## src/rtl/tsd_pkg.sv

```systemverilog
package tsd_pkg;
  localparam int unsigned ADDR_W = 12;
  localparam int unsigned DATA_W = 32;
  localparam int unsigned REG_W = 8;
  localparam int unsigned TERM_N = 4;
  // register indices; byte address is four times the index
  localparam logic [9:0] IDX_BANDGAP = 10'h07C;
  localparam logic [9:0] IDX_TERM_FIRST = 10'h07E;
  localparam logic [9:0] IDX_TERM_SECOND = 10'h07F;
  localparam logic [9:0] IDX_TERM_THIRD = 10'h080;
  localparam logic [9:0] IDX_TERM_FOURTH = 10'h081;
  localparam logic [9:0] IDX_SWAP_DELAY = 10'h09A;
  // field layout
  localparam int unsigned BANDGAP_LSB = 0;
  localparam int unsigned BANDGAP_W = 4;
  localparam int unsigned TERM_TRIM_LSB = 0;
  localparam int unsigned TERM_TRIM_W = 8;
  localparam int unsigned SWAP_DLY_LSB = 0;
  localparam int unsigned SWAP_DLY_W = 5;
  // reset values (trims come from the fuse store instead)
  localparam logic [7:0] SWAP_DLY_RESET = 8'h08;
  localparam logic [7:0] RSVD_RESET = 8'h00;
  // overlap = base + 2 * delay core clock cycles
  localparam int unsigned OVL_CNT_W = 7;
  localparam logic [6:0] OVL_BASE_CYCLES = 7'h04;
  // bus answers
  localparam logic [1:0] RESP_OKAY = 2'h0;
  localparam logic [1:0] RESP_SLVERR = 2'h2;
endpackage

```

## src/rtl/tsd_overlap_timer.sv

```systemverilog
`timescale 1ns/1ns
module tsd_overlap_timer (
  input  wire logic       aclk,
  input  wire logic       aresetn,
  input  wire logic       swap_start,
  input  wire logic [4:0] overlap_count,
  output logic            overlap_active
);
  logic [tsd_pkg::OVL_CNT_W-1:0] remain_q;
  logic [tsd_pkg::OVL_CNT_W-1:0] remain_d;
  logic [tsd_pkg::OVL_CNT_W-1:0] total;
  logic                          active_q;
  logic                          active_d;
  wire                           start_ok = swap_start && !active_q;

  // both cores sample together for base plus twice the delay
  assign total = tsd_pkg::OVL_BASE_CYCLES
               + {1'b0, overlap_count, 1'b0};
  assign remain_d = start_ok ? total - 7'h01
                  : (active_q && remain_q != 7'h00) ? remain_q - 7'h01
                  : remain_q;
  assign active_d = start_ok ? 1'b1
                  : (active_q && remain_q == 7'h00) ? 1'b0
                  : active_q;
  assign overlap_active = active_q;

  always_ff @(posedge aclk) begin
    if (!aresetn) begin
      remain_q <= 7'h00;
      active_q <= 1'b0;
    end else begin
      remain_q <= remain_d;
      active_q <= active_d;
    end
  end

  // helper: length of the current overlap and base plus twice delay latched at start
  logic [7:0] len_q;
  logic [6:0] want_q;
  always_ff @(posedge aclk) begin
    if (!aresetn) begin
      len_q  <= 8'h00;
      want_q <= 7'h00;
    end else begin
      len_q  <= start_ok ? 8'h01 : (active_q ? len_q + 8'h01 : 8'h00);
      want_q <= start_ok ? total : want_q;
    end
  end

  a_overlap_length: assert property (@(posedge aclk)
    disable iff (!aresetn)
    $fell(active_q) |-> $past(len_q) == {1'b0, want_q})
    else $error("overlap length differs from base plus twice delay");
  a_overlap_start: assert property (@(posedge aclk)
    disable iff (!aresetn)
    (swap_start && !active_q) |=> active_q [*4])
    else $error("overlap shorter than base cycles");
endmodule

```

## src/rtl/tsd_regs.sv

```systemverilog
// Chosen here: the AXI4-Lite register port.
`timescale 1ns/1ns
// Behaviour
// - the band-gap trim is a 4-bit field in bits 3:0, bits 7:4 reserved.
// - at reset every trim register takes its value from the fuse store.
// - software reads the fused trim after reset and a write replaces it.
// - four 8-bit termination trims, one per analog input, in bits 7:0.
// - a core swap overlaps both cores for 4 plus twice the delay cycles.
// - the overlap delay sits in bits 4:0, spans 0 to 31, resets to 0x08.
module tsd_regs (
  input  wire logic        aclk,
  input  wire logic        aresetn,
  input  wire logic [11:0] s_axi_awaddr,
  input  wire logic        s_axi_awvalid,
  output logic             s_axi_awready,
  input  wire logic [31:0] s_axi_wdata,
  input  wire logic [3:0]  s_axi_wstrb,
  input  wire logic        s_axi_wvalid,
  output logic             s_axi_wready,
  output logic [1:0]       s_axi_bresp,
  output logic             s_axi_bvalid,
  input  wire logic        s_axi_bready,
  input  wire logic [11:0] s_axi_araddr,
  input  wire logic        s_axi_arvalid,
  output logic             s_axi_arready,
  output logic [31:0]      s_axi_rdata,
  output logic [1:0]       s_axi_rresp,
  output logic             s_axi_rvalid,
  input  wire logic        s_axi_rready,
  input  wire logic [3:0]  fuse_bandgap,
  input  wire logic [31:0] fuse_termination,
  input  wire logic        swap_start,
  output logic [3:0]       bandgap_trim_code,
  output logic [7:0]       termination_trim_first,
  output logic [7:0]       termination_trim_second,
  output logic [7:0]       termination_trim_third,
  output logic [7:0]       termination_trim_fourth,
  output logic [4:0]       swap_overlap_count,
  output logic             core_overlap_active
);
  // write channel holding state
  logic        awready_q;
  logic        wready_q;
  logic        aw_have_q;
  logic        w_have_q;
  logic [9:0]  aw_idx_q;
  logic [7:0]  wdata_q;
  logic        wlane0_q;
  logic        bvalid_q;
  logic [1:0]  bresp_q;
  // read channel
  logic        arready_q;
  logic        rvalid_q;
  logic [31:0] rdata_q;
  logic [1:0]  rresp_q;
  // register storage
  logic [7:0]  bg_q;
  logic [7:0]  term_q [tsd_pkg::TERM_N];
  logic [7:0]  dly_q;

  wire aw_hs = s_axi_awvalid && awready_q;
  wire w_hs = s_axi_wvalid && wready_q;
  wire ar_hs = s_axi_arvalid && arready_q;
  wire wr_go = aw_have_q && w_have_q && !bvalid_q;
  wire wr_en = wr_go && wlane0_q;

  // write decode
  wire sel_w_bg = aw_idx_q == tsd_pkg::IDX_BANDGAP;
  wire sel_w_dly = aw_idx_q == tsd_pkg::IDX_SWAP_DELAY;
  wire [3:0] sel_w_term;
  assign sel_w_term[0] = aw_idx_q == tsd_pkg::IDX_TERM_FIRST;
  assign sel_w_term[1] = aw_idx_q == tsd_pkg::IDX_TERM_SECOND;
  assign sel_w_term[2] = aw_idx_q == tsd_pkg::IDX_TERM_THIRD;
  assign sel_w_term[3] = aw_idx_q == tsd_pkg::IDX_TERM_FOURTH;
  wire w_mapped = sel_w_bg || sel_w_dly || (|sel_w_term);

  // read decode, straight from the address bus
  wire [9:0] ar_idx = s_axi_araddr[11:2];
  logic [7:0] rd_byte;
  logic       rd_mapped;
  always_comb begin
    rd_byte = 8'h00;
    rd_mapped = 1'b1;
    if (ar_idx == tsd_pkg::IDX_BANDGAP) begin
      rd_byte = bg_q;
    end else if (ar_idx == tsd_pkg::IDX_TERM_FIRST) begin
      rd_byte = term_q[0];
    end else if (ar_idx == tsd_pkg::IDX_TERM_SECOND) begin
      rd_byte = term_q[1];
    end else if (ar_idx == tsd_pkg::IDX_TERM_THIRD) begin
      rd_byte = term_q[2];
    end else if (ar_idx == tsd_pkg::IDX_TERM_FOURTH) begin
      rd_byte = term_q[3];
    end else if (ar_idx == tsd_pkg::IDX_SWAP_DELAY) begin
      rd_byte = dly_q;
    end else begin
      rd_mapped = 1'b0;
    end
  end

  // write address and data taken in either order
  always_ff @(posedge aclk) begin
    if (!aresetn) begin
      awready_q <= 1'b1;
      wready_q  <= 1'b1;
      aw_have_q <= 1'b0;
      w_have_q  <= 1'b0;
      aw_idx_q  <= 10'h000;
      wdata_q   <= 8'h00;
      wlane0_q  <= 1'b0;
    end else begin
      if (aw_hs) begin
        aw_have_q <= 1'b1;
        awready_q <= 1'b0;
        aw_idx_q  <= s_axi_awaddr[11:2];
      end else if (wr_go) begin
        aw_have_q <= 1'b0;
        awready_q <= 1'b1;
      end
      if (w_hs) begin
        w_have_q <= 1'b1;
        wready_q <= 1'b0;
        wdata_q  <= s_axi_wdata[7:0];
        wlane0_q <= s_axi_wstrb[0];
      end else if (wr_go) begin
        w_have_q <= 1'b0;
        wready_q <= 1'b1;
      end
    end
  end

  always_ff @(posedge aclk) begin
    if (!aresetn) begin
      bvalid_q <= 1'b0;
      bresp_q  <= tsd_pkg::RESP_OKAY;
    end else if (wr_go) begin
      bvalid_q <= 1'b1;
      bresp_q  <= w_mapped ? tsd_pkg::RESP_OKAY : tsd_pkg::RESP_SLVERR;
    end else if (s_axi_bready) begin
      bvalid_q <= 1'b0;
    end
  end

  always_ff @(posedge aclk) begin
    if (!aresetn) begin
      arready_q <= 1'b1;
      rvalid_q  <= 1'b0;
      rdata_q   <= 32'h0000_0000;
      rresp_q   <= tsd_pkg::RESP_OKAY;
    end else if (ar_hs) begin
      arready_q <= 1'b0;
      rvalid_q  <= 1'b1;
      rdata_q   <= {24'h00_0000, rd_byte};
      rresp_q   <= rd_mapped ? tsd_pkg::RESP_OKAY : tsd_pkg::RESP_SLVERR;
    end else if (rvalid_q && s_axi_rready) begin
      arready_q <= 1'b1;
      rvalid_q  <= 1'b0;
    end
  end

  // fuse values land on the synchronous reset; fuse store shares aclk
  always_ff @(posedge aclk) begin
    if (!aresetn) begin
      bg_q <= {tsd_pkg::RSVD_RESET[7:4], fuse_bandgap};
    end else if (wr_en && sel_w_bg) begin
      bg_q <= wdata_q;
    end
  end

  genvar gi;
  generate
    for (gi = 0; gi < tsd_pkg::TERM_N; gi++) begin : g_term
      always_ff @(posedge aclk) begin
        if (!aresetn) begin
          term_q[gi] <= fuse_termination[gi*8 +: 8];
        end else if (wr_en && sel_w_term[gi]) begin
          term_q[gi] <= wdata_q;
        end
      end
    end
  endgenerate

  // reserved bits are stored as written; software keeps them zero
  // no interlock against calibration; software owns that ordering
  always_ff @(posedge aclk) begin
    if (!aresetn) begin
      dly_q <= tsd_pkg::SWAP_DLY_RESET;
    end else if (wr_en && sel_w_dly) begin
      dly_q <= wdata_q;
    end
  end

  assign s_axi_awready = awready_q;
  assign s_axi_wready = wready_q;
  assign s_axi_bvalid = bvalid_q;
  assign s_axi_bresp = bresp_q;
  assign s_axi_arready = arready_q;
  assign s_axi_rvalid = rvalid_q;
  assign s_axi_rdata = rdata_q;
  assign s_axi_rresp = rresp_q;
  // trims drive the analog controls with no further command
  assign bandgap_trim_code =
    bg_q[tsd_pkg::BANDGAP_LSB +: tsd_pkg::BANDGAP_W];
  assign termination_trim_first = term_q[0];
  assign termination_trim_second = term_q[1];
  assign termination_trim_third = term_q[2];
  assign termination_trim_fourth = term_q[3];
  assign swap_overlap_count =
    dly_q[tsd_pkg::SWAP_DLY_LSB +: tsd_pkg::SWAP_DLY_W];

  tsd_overlap_timer u_overlap (
    .aclk           (aclk),
    .aresetn        (aresetn),
    .swap_start     (swap_start),
    .overlap_count  (swap_overlap_count),
    .overlap_active (core_overlap_active)
  );

  a_bg_fuse_load: assert property (@(posedge aclk)
    $rose(aresetn) |-> bandgap_trim_code == $past(fuse_bandgap))
    else $error("band-gap trim not loaded from fuse at reset");
  a_term_fuse_load: assert property (@(posedge aclk)
    $rose(aresetn)
    |-> termination_trim_third == $past(fuse_termination[23:16]))
    else $error("termination trim not loaded from fuse at reset");
  a_dly_reset_val: assert property (@(posedge aclk)
    $rose(aresetn) |-> swap_overlap_count == 5'h08)
    else $error("overlap delay reset value wrong");
  a_bg_field_width: assert property (@(posedge aclk)
    disable iff (!aresetn)
    (wr_en && sel_w_bg) |=> bandgap_trim_code == $past(wdata_q[3:0]))
    else $error("band-gap trim write not in bits 3:0");
  a_term_write_out: assert property (@(posedge aclk)
    disable iff (!aresetn)
    (w_hs && aw_hs && s_axi_wstrb[0] && !bvalid_q
     && s_axi_awaddr[11:2] == 10'h07F)
    |=> ##1 termination_trim_second == $past(s_axi_wdata[7:0], 2))
    else $error("second termination trim write lost");
  a_read_back_bg: assert property (@(posedge aclk)
    disable iff (!aresetn)
    (ar_hs && ar_idx == 10'h07C) |=> s_axi_rvalid
    && s_axi_rdata == {24'h00_0000, $past(bg_q)})
    else $error("band-gap read does not return stored trim");
  a_dly_write_out: assert property (@(posedge aclk)
    disable iff (!aresetn)
    (wr_en && sel_w_dly) |=> swap_overlap_count == $past(wdata_q[4:0]))
    else $error("overlap delay write not in bits 4:0");
  a_trim_steady: assert property (@(posedge aclk)
    disable iff (!aresetn)
    !(wr_en && sel_w_term[0]) |=> $stable(termination_trim_first))
    else $error("first termination trim changed without a write");
endmodule

```

## config.mk

```make
export PLATFORM = sky130hd
export DESIGN_NAME = tsd_regs
export DESIGN_NICKNAME = d
export VERILOG_FILES = /design/src/rtl/tsd_pkg.sv /design/src/rtl/tsd_overlap_timer.sv /design/src/rtl/tsd_regs.sv
export SDC_FILE = /design/constraint.sdc
export NUM_CORES = 1
export LEC_CHECK = 0
export BUFFER_PORTS_ARGS = -buffer_cell sky130_fd_sc_hd__buf_2
export CORE_MARGIN = 1.5
export CORE_UTILIZATION = 49
export CTS_CLUSTER_DIAMETER = 30
export DETAILED_ROUTE_END_ITERATION = 10
export PLACE_DENSITY = 0.89
export SLEW_MARGIN = 25
export SYNTH_ARGS = -nofsm -noshare
export SYNTH_HDL_FRONTEND = slang
export SYNTH_SLANG_ARGS = --single-unit
```

## constraint.sdc

```tcl
create_clock -name aclk -period 2.8 [get_ports aclk]
set_input_delay 0.42 -clock aclk [delete_from_list [all_inputs] [get_ports aclk]]
set_output_delay 0.42 -clock aclk [all_outputs]
set_load 0.03 [all_outputs]
```

Word level (Yosys, flattened, before mapping). Memories as Yosys holds them, arrays and structs flattened. Index checks and enable logic that the tools add are counted.

Word-level logic and storage cells: 117. Bits in registers: 62. Memories kept: 1. Memory bits (writable): 32. Input port bits: 104.

Memories: term_q (words 4, width 8, rd ports 4, clocked after Yosys merged registers in 0, write ports 4, RTL line tsd_regs.sv:58) `logic [7:0] term_q [tsd_pkg::TERM_N];`.

Eq/ne operators: 13. Bitwise gates (word level): 4. Reductions and logical operators: 29. Muxes and demuxes: 49. Add/subtract/negate cells: 3.

Operator list (number): two-way mux 8 bit (10); == test 10 x 7 -> 1 bit, second input constant (6); == test 10 x 8 -> 1 bit, second input constant (6); two-way mux 1 bit (33); logical AND 1 bit (16); two-way mux 7 bit (2); subtractor 7 x 1 -> 7 bit, second input constant (2); nonzero test 2 bit (6); two-way mux 4 bit (2); adder 3 x 6 -> 7 bit, first input constant (1); zero test 7 bit (1); nonzero test 7 bit (1); two-way mux 2 bit (2); bitwise OR 1 bit (4); OR reduction 4 bit (1); zero test 1 bit (2); logical OR 1 bit (2); inequality test 2 x 1 -> 1 bit, second input constant (1).

Longest topological paths before layout. Gate-level depths: netlist of the first run.

Depth after elaboration: 8. Gate-level depth with buffers: 7. Depth with buffers taken out: 6.

Hierarchy. From an unflattened synthesis of the first run, not the netlist that was laid out.

Cells, all modules: 492. Area total of the unflattened synthesis: 4709.5 sq um.

Modules (own cells, without submodules): tsd_regs (times used 1, seq. area each 2042.0 sq um, area an instance 4195.3 sq um, cells each 429); tsd_overlap_timer (times used 1, seq. area each 160.2 sq um, area an instance 514.2 sq um, cells each 63).

Least setup slack after synthesis of the first run. OpenSTA, ideal clock, no wires.

Kind: register to register. From: register aw_idx_q[2]. To: memory term_q[2][0] (enable). Period minus slack after synthesis: 2460 ps. Arrival: 2074 ps. Setup slack: 340 ps. Data required time: 2413 ps. Setup time: 387 ps. Stages on the path, launching flop included: 4. Cell sequence: dfxtp_1 -> or4b_4 -> or4_4 -> o31ai_1.

RTL lines: start: declaration (RTL line tsd_regs.sv:46) `logic [9:0] aw_idx_q;`; start signal: assignment (RTL line tsd_regs.sv:115) `aw_idx_q <= s_axi_awaddr[11:2];`; end: declaration (RTL line tsd_regs.sv:58).

==> results of run 1 <==
[routing by layer]
layer,GRT usage,vias to the layer above,part of all wire
met5,0,-,0
met4,0.111,0,0.034
met3,0.0506,32,0.10
met2,0.412,254,0.47
met1,0.320,1861,0.39
li1,-,1859,-
[flip-flops by register name, indices dropped and copies added, names as in the netlist, 7 cells and up]
signal	flops
term_q	32
dly_q	8
aw_idx_q	10
s_axi_rdata	8
u_overlap.remain_q	7
bg_q	8
wdata_q	8
[synth_stat cells (6+ instances only)]
master and count:
buf_4 35, inv_1 10, mux2_2 36, o21ai_0 12, nor3_1 11, nand2b_1 6
dfxtp_1 56, a221oi_1 11, mux2i_1 11, o221ai_1 8, clkbuf_1 16, nand2_1 61
edfxtp_1 36, nor2_1 22, a21oi_1 43
[kinds of logic (layout without fill, tap and decap cells)]
kind of cell    after synthesis  after routing  synth area share
compound gates               97             97             0.137
xor+xnor                      4              4           0.00765
fa+ha+maj                     2              2           0.00546
buf+inv                      66            165            0.0833
flops                        92             92             0.481
mux                          47             47             0.113
other cells                   1             26          0.000819
simple gates                150            150             0.173
[worst register-to-register path: stages, from the launching register on]
cell and delay, ps:
dfxtp_1 340, or4b_4 560, or4_4 530, nor4_4 470, mux2_2 420
[final cells by class]
class,instances,share of cell area
Tap cell,111,0.0256
Clock inverter,7,0.0196
Inverter,11,0.00762
Multi-Input combinational cell,326,0.386
Timing Repair Buffer,138,0.132
Clock buffer,9,0.0229
Sequential cell,92,0.407
[metrics by stage]
| step | util | power, mW | worst slack (ps) | cell area (um2) |
|---|---|---|---|---|
| 6_report | 0.592 | 3.06 | 236 | 5420 |
| 5_1_grt | 0.592 | 3.16 | 181 | 5420 |
| 4_1_cts | 0.592 | 3.05 | 244 | 5420 |
| 3_5_place_dp | 0.567 | 2.05 | 277 | 5190 |
| 3_3_place_gp | 0.567 | 2.03 | 353 | 5190 |
| 2_1_floorplan | - | 1.91 | 340 | 4670 |
[worst max-delay path by stage]
stage,startpoint,to,slack [ps],cells after the start
after floorplan,aw_idx_q[2],term_q[2][0],340,3
after global placement,aw_idx_q[2],term_q[2][0],350,4
after detailed placement,aw_idx_q[2],term_q[2][4],280,4
after CTS,aw_idx_q[2],term_q[2][5],240,4
after global routing,aw_idx_q[2],term_q[2][4],180,4
final,aw_idx_q[2],term_q[2][5],240,4
[power groups by stage]
stage | logic (mW) | clock network, mW | registers, mW
4_1_cts | 0.473 | 1.03 | 1.55
3_3_place_gp | 0.455 | 0 | 1.57
6_report | 0.475 | 1.03 | 1.55
2_1_floorplan | 0.273 | 0 | 1.64
5_1_grt | 0.511 | 1.09 | 1.56
3_5_place_dp | 0.470 | 0 | 1.58
[cell usage in the layout, fill, tap and decap left out, types with 3 or more instances in the layout]
| master | Yosys | routed |
|---|---|---|
| a211oi_1 | 4 | 4 |
| a21oi_1 | 43 | 43 |
| a221oi_1 | 11 | 11 |
| a22o_1 | 5 | 5 |
| a22oi_1 | 3 | 3 |
| a31o_2 | 3 | 3 |
| and2_1 | 4 | 4 |
| and3_1 | 5 | 5 |
| buf_2 | 2 | 129 |
| buf_4 | 35 | 9 |
| clkbuf_8 | 0 | 9 |
| conb_1 | 1 | 26 |
| dfxtp_1 | 56 | 56 |
| edfxtp_1 | 36 | 36 |
| inv_1 | 10 | 10 |
| mux2_2 | 36 | 36 |
| mux2i_1 | 11 | 11 |
| nand2_1 | 61 | 61 |
| nand2b_1 | 6 | 6 |
| nand3_1 | 5 | 5 |
| nand4_1 | 3 | 3 |
| nor2_1 | 22 | 22 |
| nor2b_1 | 4 | 4 |
| nor3_1 | 11 | 11 |
| nor3b_1 | 4 | 4 |
| nor4_1 | 3 | 3 |
| o211ai_1 | 3 | 3 |
| o21ai_0 | 12 | 12 |
| o221ai_1 | 8 | 8 |
| or4_1 | 4 | 4 |
| xnor2_1 | 3 | 3 |
==> run_results.csv, run 1 <==
group,metric,value,unit
drt,routed_wl,12.4,mm
cts,clock-sinks,92,
status,status,"finished, final reports clean",
setup_path,ff2ff_setup_slack,240,ps
setup_path,cp_num_buf_inv,0,
sta,finalHoldViolCount,0,
setup_path,path_cells,"or4b_4 > or4_4 > nor4_4 > mux2_2",
floorplan,initial_core_util,0.500,
cts,postCtsHoldBufs,0,
setup_path,r2r-start,"aw_idx_q[2]",
logic_synthesis,netlist_area,4580,um2
hold_path,min_path_type,"primary input to register",
sta,tightest_slew,618,ps
flow_run,maxCapViolCount,0,
power,power.leakage,2.29,nW
sta,fin_skew,15.7,ps
setup_path,regToRegEndpoint,"term_q[2][5]",
setup_path,critPathMaxFanout,8,
sta,rsz0062_at_grt,"false",
power,irDropWorstVdd,0.548,mV
power,powerDensity,564,nW/um2
sta,hold_slack,282,ps
floorplan,ios,187,
cts,cts.clk_slew.worst_paths,100,ps
sta,tns,0,ps
setup_path,slowest_stage,"or4b_4",
cells_and_area,finish.net_count,684,
power,clockPowerShare,0.337,
power,combPwrFrac,0.156,
grt,grt_max_degree,29,
placed_design,placedCellCount,678,
cells_and_area,drive_above_1_share,0.346,
setup_path,startpoint_type,"register",
sta,period_share,0.916,
grt,antenna_found_initial,0,
drt,first_pass_iters,5,
cells_and_area,area_delta_synth_final,18.2,%
cells_and_area,regArea,2200,um2
cts,cts-htree-levels,3,
setup_path,crit_arrival,2690,ps
logic_synthesis,synth.largest_area_cell,"dfxtp_1",
sta,slew_viol_final,0,
placed_design,dp_hpwl,9.22,mm
setup_path,cpLargestDelayFamily,"simple AND/OR/NAND/NOR gates",
drt,ant_nets,0,
power,p_seq_frac,0.507,
drt,vias,4006,
cells_and_area,multi_input_area,2090,um2
placed_design,port-buffer-count,129,
logic_synthesis,yosys_most_used_dff,"dfxtp_1",
logic_synthesis,syn_inst,459,
logic_synthesis,synth_cell_types,52,
setup_path,cpPeakStageDelay,560,ps
drt,drt_iter0_drc,410,
logic_synthesis,yosys.area.top_type_share,0.245,
hold_path,min_from,"s_axi_wdata[1]",
power,swShare,0.296,
sta,slew_headroom,0.586,
drt,viasPerCell,5.77,
drt,wl_per_cell,17.9,um
cts,insertion_delay,370,ps
grt,grt_pass1_vias,3769,
floorplan,core,9150,um2
logic_synthesis,ys_seq_area_frac,0.481,
hold_path,min_to,"wdata_q[1]",
cts,cts_tree,"built",
logic_synthesis,syn_avg_cell_area,9.98,um2
cts,post_cts_resized,0,
logic_synthesis,async_flop_share,0,
hold_path,holdPathStages,3,
floorplan,die_h,99.7,um
setup_path,ff2ff_path_depth,4,
placed_design,gp_congestion,0.898,
cells_and_area,stdcell_count,694,
sta,fmax,0.390,GHz
floorplan,rows,35,
cts,clk_path_buf_depth,2,
cts,root_buffer,"clkbuf_8",
cts,cts_buffers,9,
grt,grt_usage,0.251,
grt,grt_pass1_wl,19.2,mm
sta,setup_viol,0,
floorplan,die_width,99.7,um
setup_path,end_kind,"register",
setup_path,critical_path_required,2920,ps
logic_synthesis,ys_seq_elements,92,
sta,period_needed,2560,ps
setup_path,path_class,"register to register",
grt,grt_overflow,0,
drt,drc,0,
cts,post-cts-setup-buffer-count,0,
power,internal_power,2.15,mW
cells_and_area,antenna_cells,0,
logic_synthesis,synthTopCellsByArea,"dfxtp_1 (24%), edfxtp_1 (24%), mux2_2 (8.9%), buf_4 (5.7%), nand2_1 (5.0%)",
cells_and_area,fillers,756,
logic_synthesis,synth_edf_count,36,
power,p_sw,0.906,mW
logic_synthesis,ys_warn_count,0,
floorplan,dieArea,9940,um2
Note: power is estimated with default switching activity, not from simulation.
==> run 2: changes to the inputs <==
==> constraint.sdc (replaced) <==
create_clock -name aclk -period 2.9 [get_ports aclk]
set_input_delay 0.435 -clock aclk [delete_from_list [all_inputs] [get_ports aclk]]
set_output_delay 0.435 -clock aclk [all_outputs]
set_load 0.03 [all_outputs]
==> run_results.csv, run 2 (synthesis results as in run 1) <==
group,metric,value,unit
cts,cts.clk_slew.worst_paths,90,ps
cts,cts_tree,"built",
sta,tightest_slew,754,ps
setup_path,path_cells,"nand4b_1 > or3_1 > nor3_2 > mux2_2",
floorplan,rows,35,
cts,clock-sinks,92,
setup_path,slowest_stage,"nor3_2",
cells_and_area,antenna_cells,0,
cells_and_area,largest_registers,"term_q x32, aw_idx_q x10",
setup_path,critical_path_required,3010,ps
cts,clk_path_buf_depth,2,
setup_path,cp_num_buf_inv,0,
setup_path,ff2ff_setup_slack,340,ps
setup_path,cpLargestDelayFamily,"simple AND/OR/NAND/NOR gates",
grt,grt_overflow,0,
sta,hold_slack,309,ps
setup_path,end_kind,"register",
setup_path,crit_arrival,2670,ps
cts,cts_buffers,9,
sta,fmax,0.391,GHz
sta,finalHoldViolCount,0,
sta,rsz0062_at_grt,"false",
grt,antenna_found_initial,0,
power,powerDensity,525,nW/um2
floorplan,core,9150,um2
cts,root_buffer,"clkbuf_8",
cells_and_area,drive_above_1_share,0.344,
cts,insertion_delay,360,ps
drt,first_pass_iters,5,
sta,setup_viol,0,
flow_run,maxCapViolCount,0,
placed_design,port-buffer-count,129,
sta,period_needed,2560,ps
power,irDropWorstVdd,0.287,mV
sta,slew_headroom,0.495,
placed_design,gp_congestion,0.914,
cells_and_area,largest_reg_flops,32,
hold_path,min_path_type,"primary input to register",
cells_and_area,largest-register,"term_q",
sta,final.setup.worst_slack,341,ps
drt,ant_nets,0,
drt,drt_iter0_drc,545,
grt,grt_pass1_vias,3762,
cts,post_cts_resized,0,
cells_and_area,mostFrequentLayoutCell,"buf_2",
floorplan,die_h,99.7,um
grt,grt_max_degree,28,
floorplan,dieArea,9940,um2
drt,viasPerCell,5.69,
cells_and_area,area_delta_synth_final,17.4,%
setup_path,critPathMaxFanout,8,
cells_and_area,stdcell_count,693,
floorplan,initial_core_util,0.500,
sta,slew_viol_final,0,
drt,vias,3946,
grt,grt_pass1_wl,18.7,mm
drt,wl_per_cell,17.3,um
floorplan,die_width,99.7,um
cells_and_area,finish.net_count,683,
status,status,"finished, final reports clean",
power,power.leakage,2.27,nW
placed_design,placedCellCount,677,
placed_design,dp_slack,372,ps
cts,cts-htree-levels,3,
setup_path,path_class,"register to register",
drt,routed_wl,12.0,mm
sta,tns,0,ps
floorplan,ios,187,
cts,post-cts-setup-buffer-count,0,
sta,period_share,0.882,
cells_and_area,layout_common_cells,"buf_2 (129), nand2_1 (61), dfxtp_1 (56)",
cts,postCtsHoldBufs,0,
sta,fin_skew,12.2,ps
placed_design,dp_hpwl,9.08,mm
grt,grt_usage,0.243,
setup_path,startpoint_type,"register",
setup_path,cpPeakStageDelay,650,ps
drt,drc,0,
-- run 2: cell count changes in the layout (fill, tap and decap cells not counted), sizes merged --
cell and delta:
clkinv +1, bufinv -1, clkinvlp +1, buf -1
inv -1
-- run 2: metal layers --
metal / up-vias / share of wire / global-route usage
met5: - / 0 / 0
met4: 0 / 0.035 / 0.120
met3: 29 / 0.082 / 0.0492
met2: 211 / 0.48 / 0.395
met1: 1857 / 0.40 / 0.307
li1: 1849 / - / -
-- run 2: worst reg2reg max path, cell delays in order (launching register included) --
cell      delay (ps)
dfxtp_1          370
nand4b_1         340
or3_1            540
nor3_2           650
mux2_2           420
-- run 2: stage by stage --
stage | total power [mW] | util | instance area, um2
finish | 2.82 | 0.588 | 5380
global route | 2.92 | 0.588 | 5380
CTS | 2.82 | 0.588 | 5380
detailed placement | 1.97 | 0.566 | 5180
global placement | 1.96 | 0.566 | 5180
floorplan | 1.84 | - | 4670
-- run 2: where the power goes --
group	internal, mW	switching [mW]	leakage [nW]
logic	0.154	0.303	1.35
clock network	0.405	0.469	0.0992
registers	1.42	0.0727	0.813
-- run 2: area by class of cell --
type	count	area, um2
flip-flops and latches	92	2200
inverters	11	41.3
well taps	111	139
clock inverters	7	75.1
repair buffers	137	706
clock buffers	9	124
fillers	759	3770
multi-input cells	326	2090
-- run 2: path summary, 6_finish.rpt --
kind,from,endpoint,depth (start not counted)
hold reg to reg,s_axi_bresp[1],s_axi_bresp[1],2
hold / removal,s_axi_wdata[2],wdata_q[2],3
setup / recovery,s_axi_bvalid,term_q[1][5],4
setup reg to reg,s_axi_bvalid,term_q[1][5],4
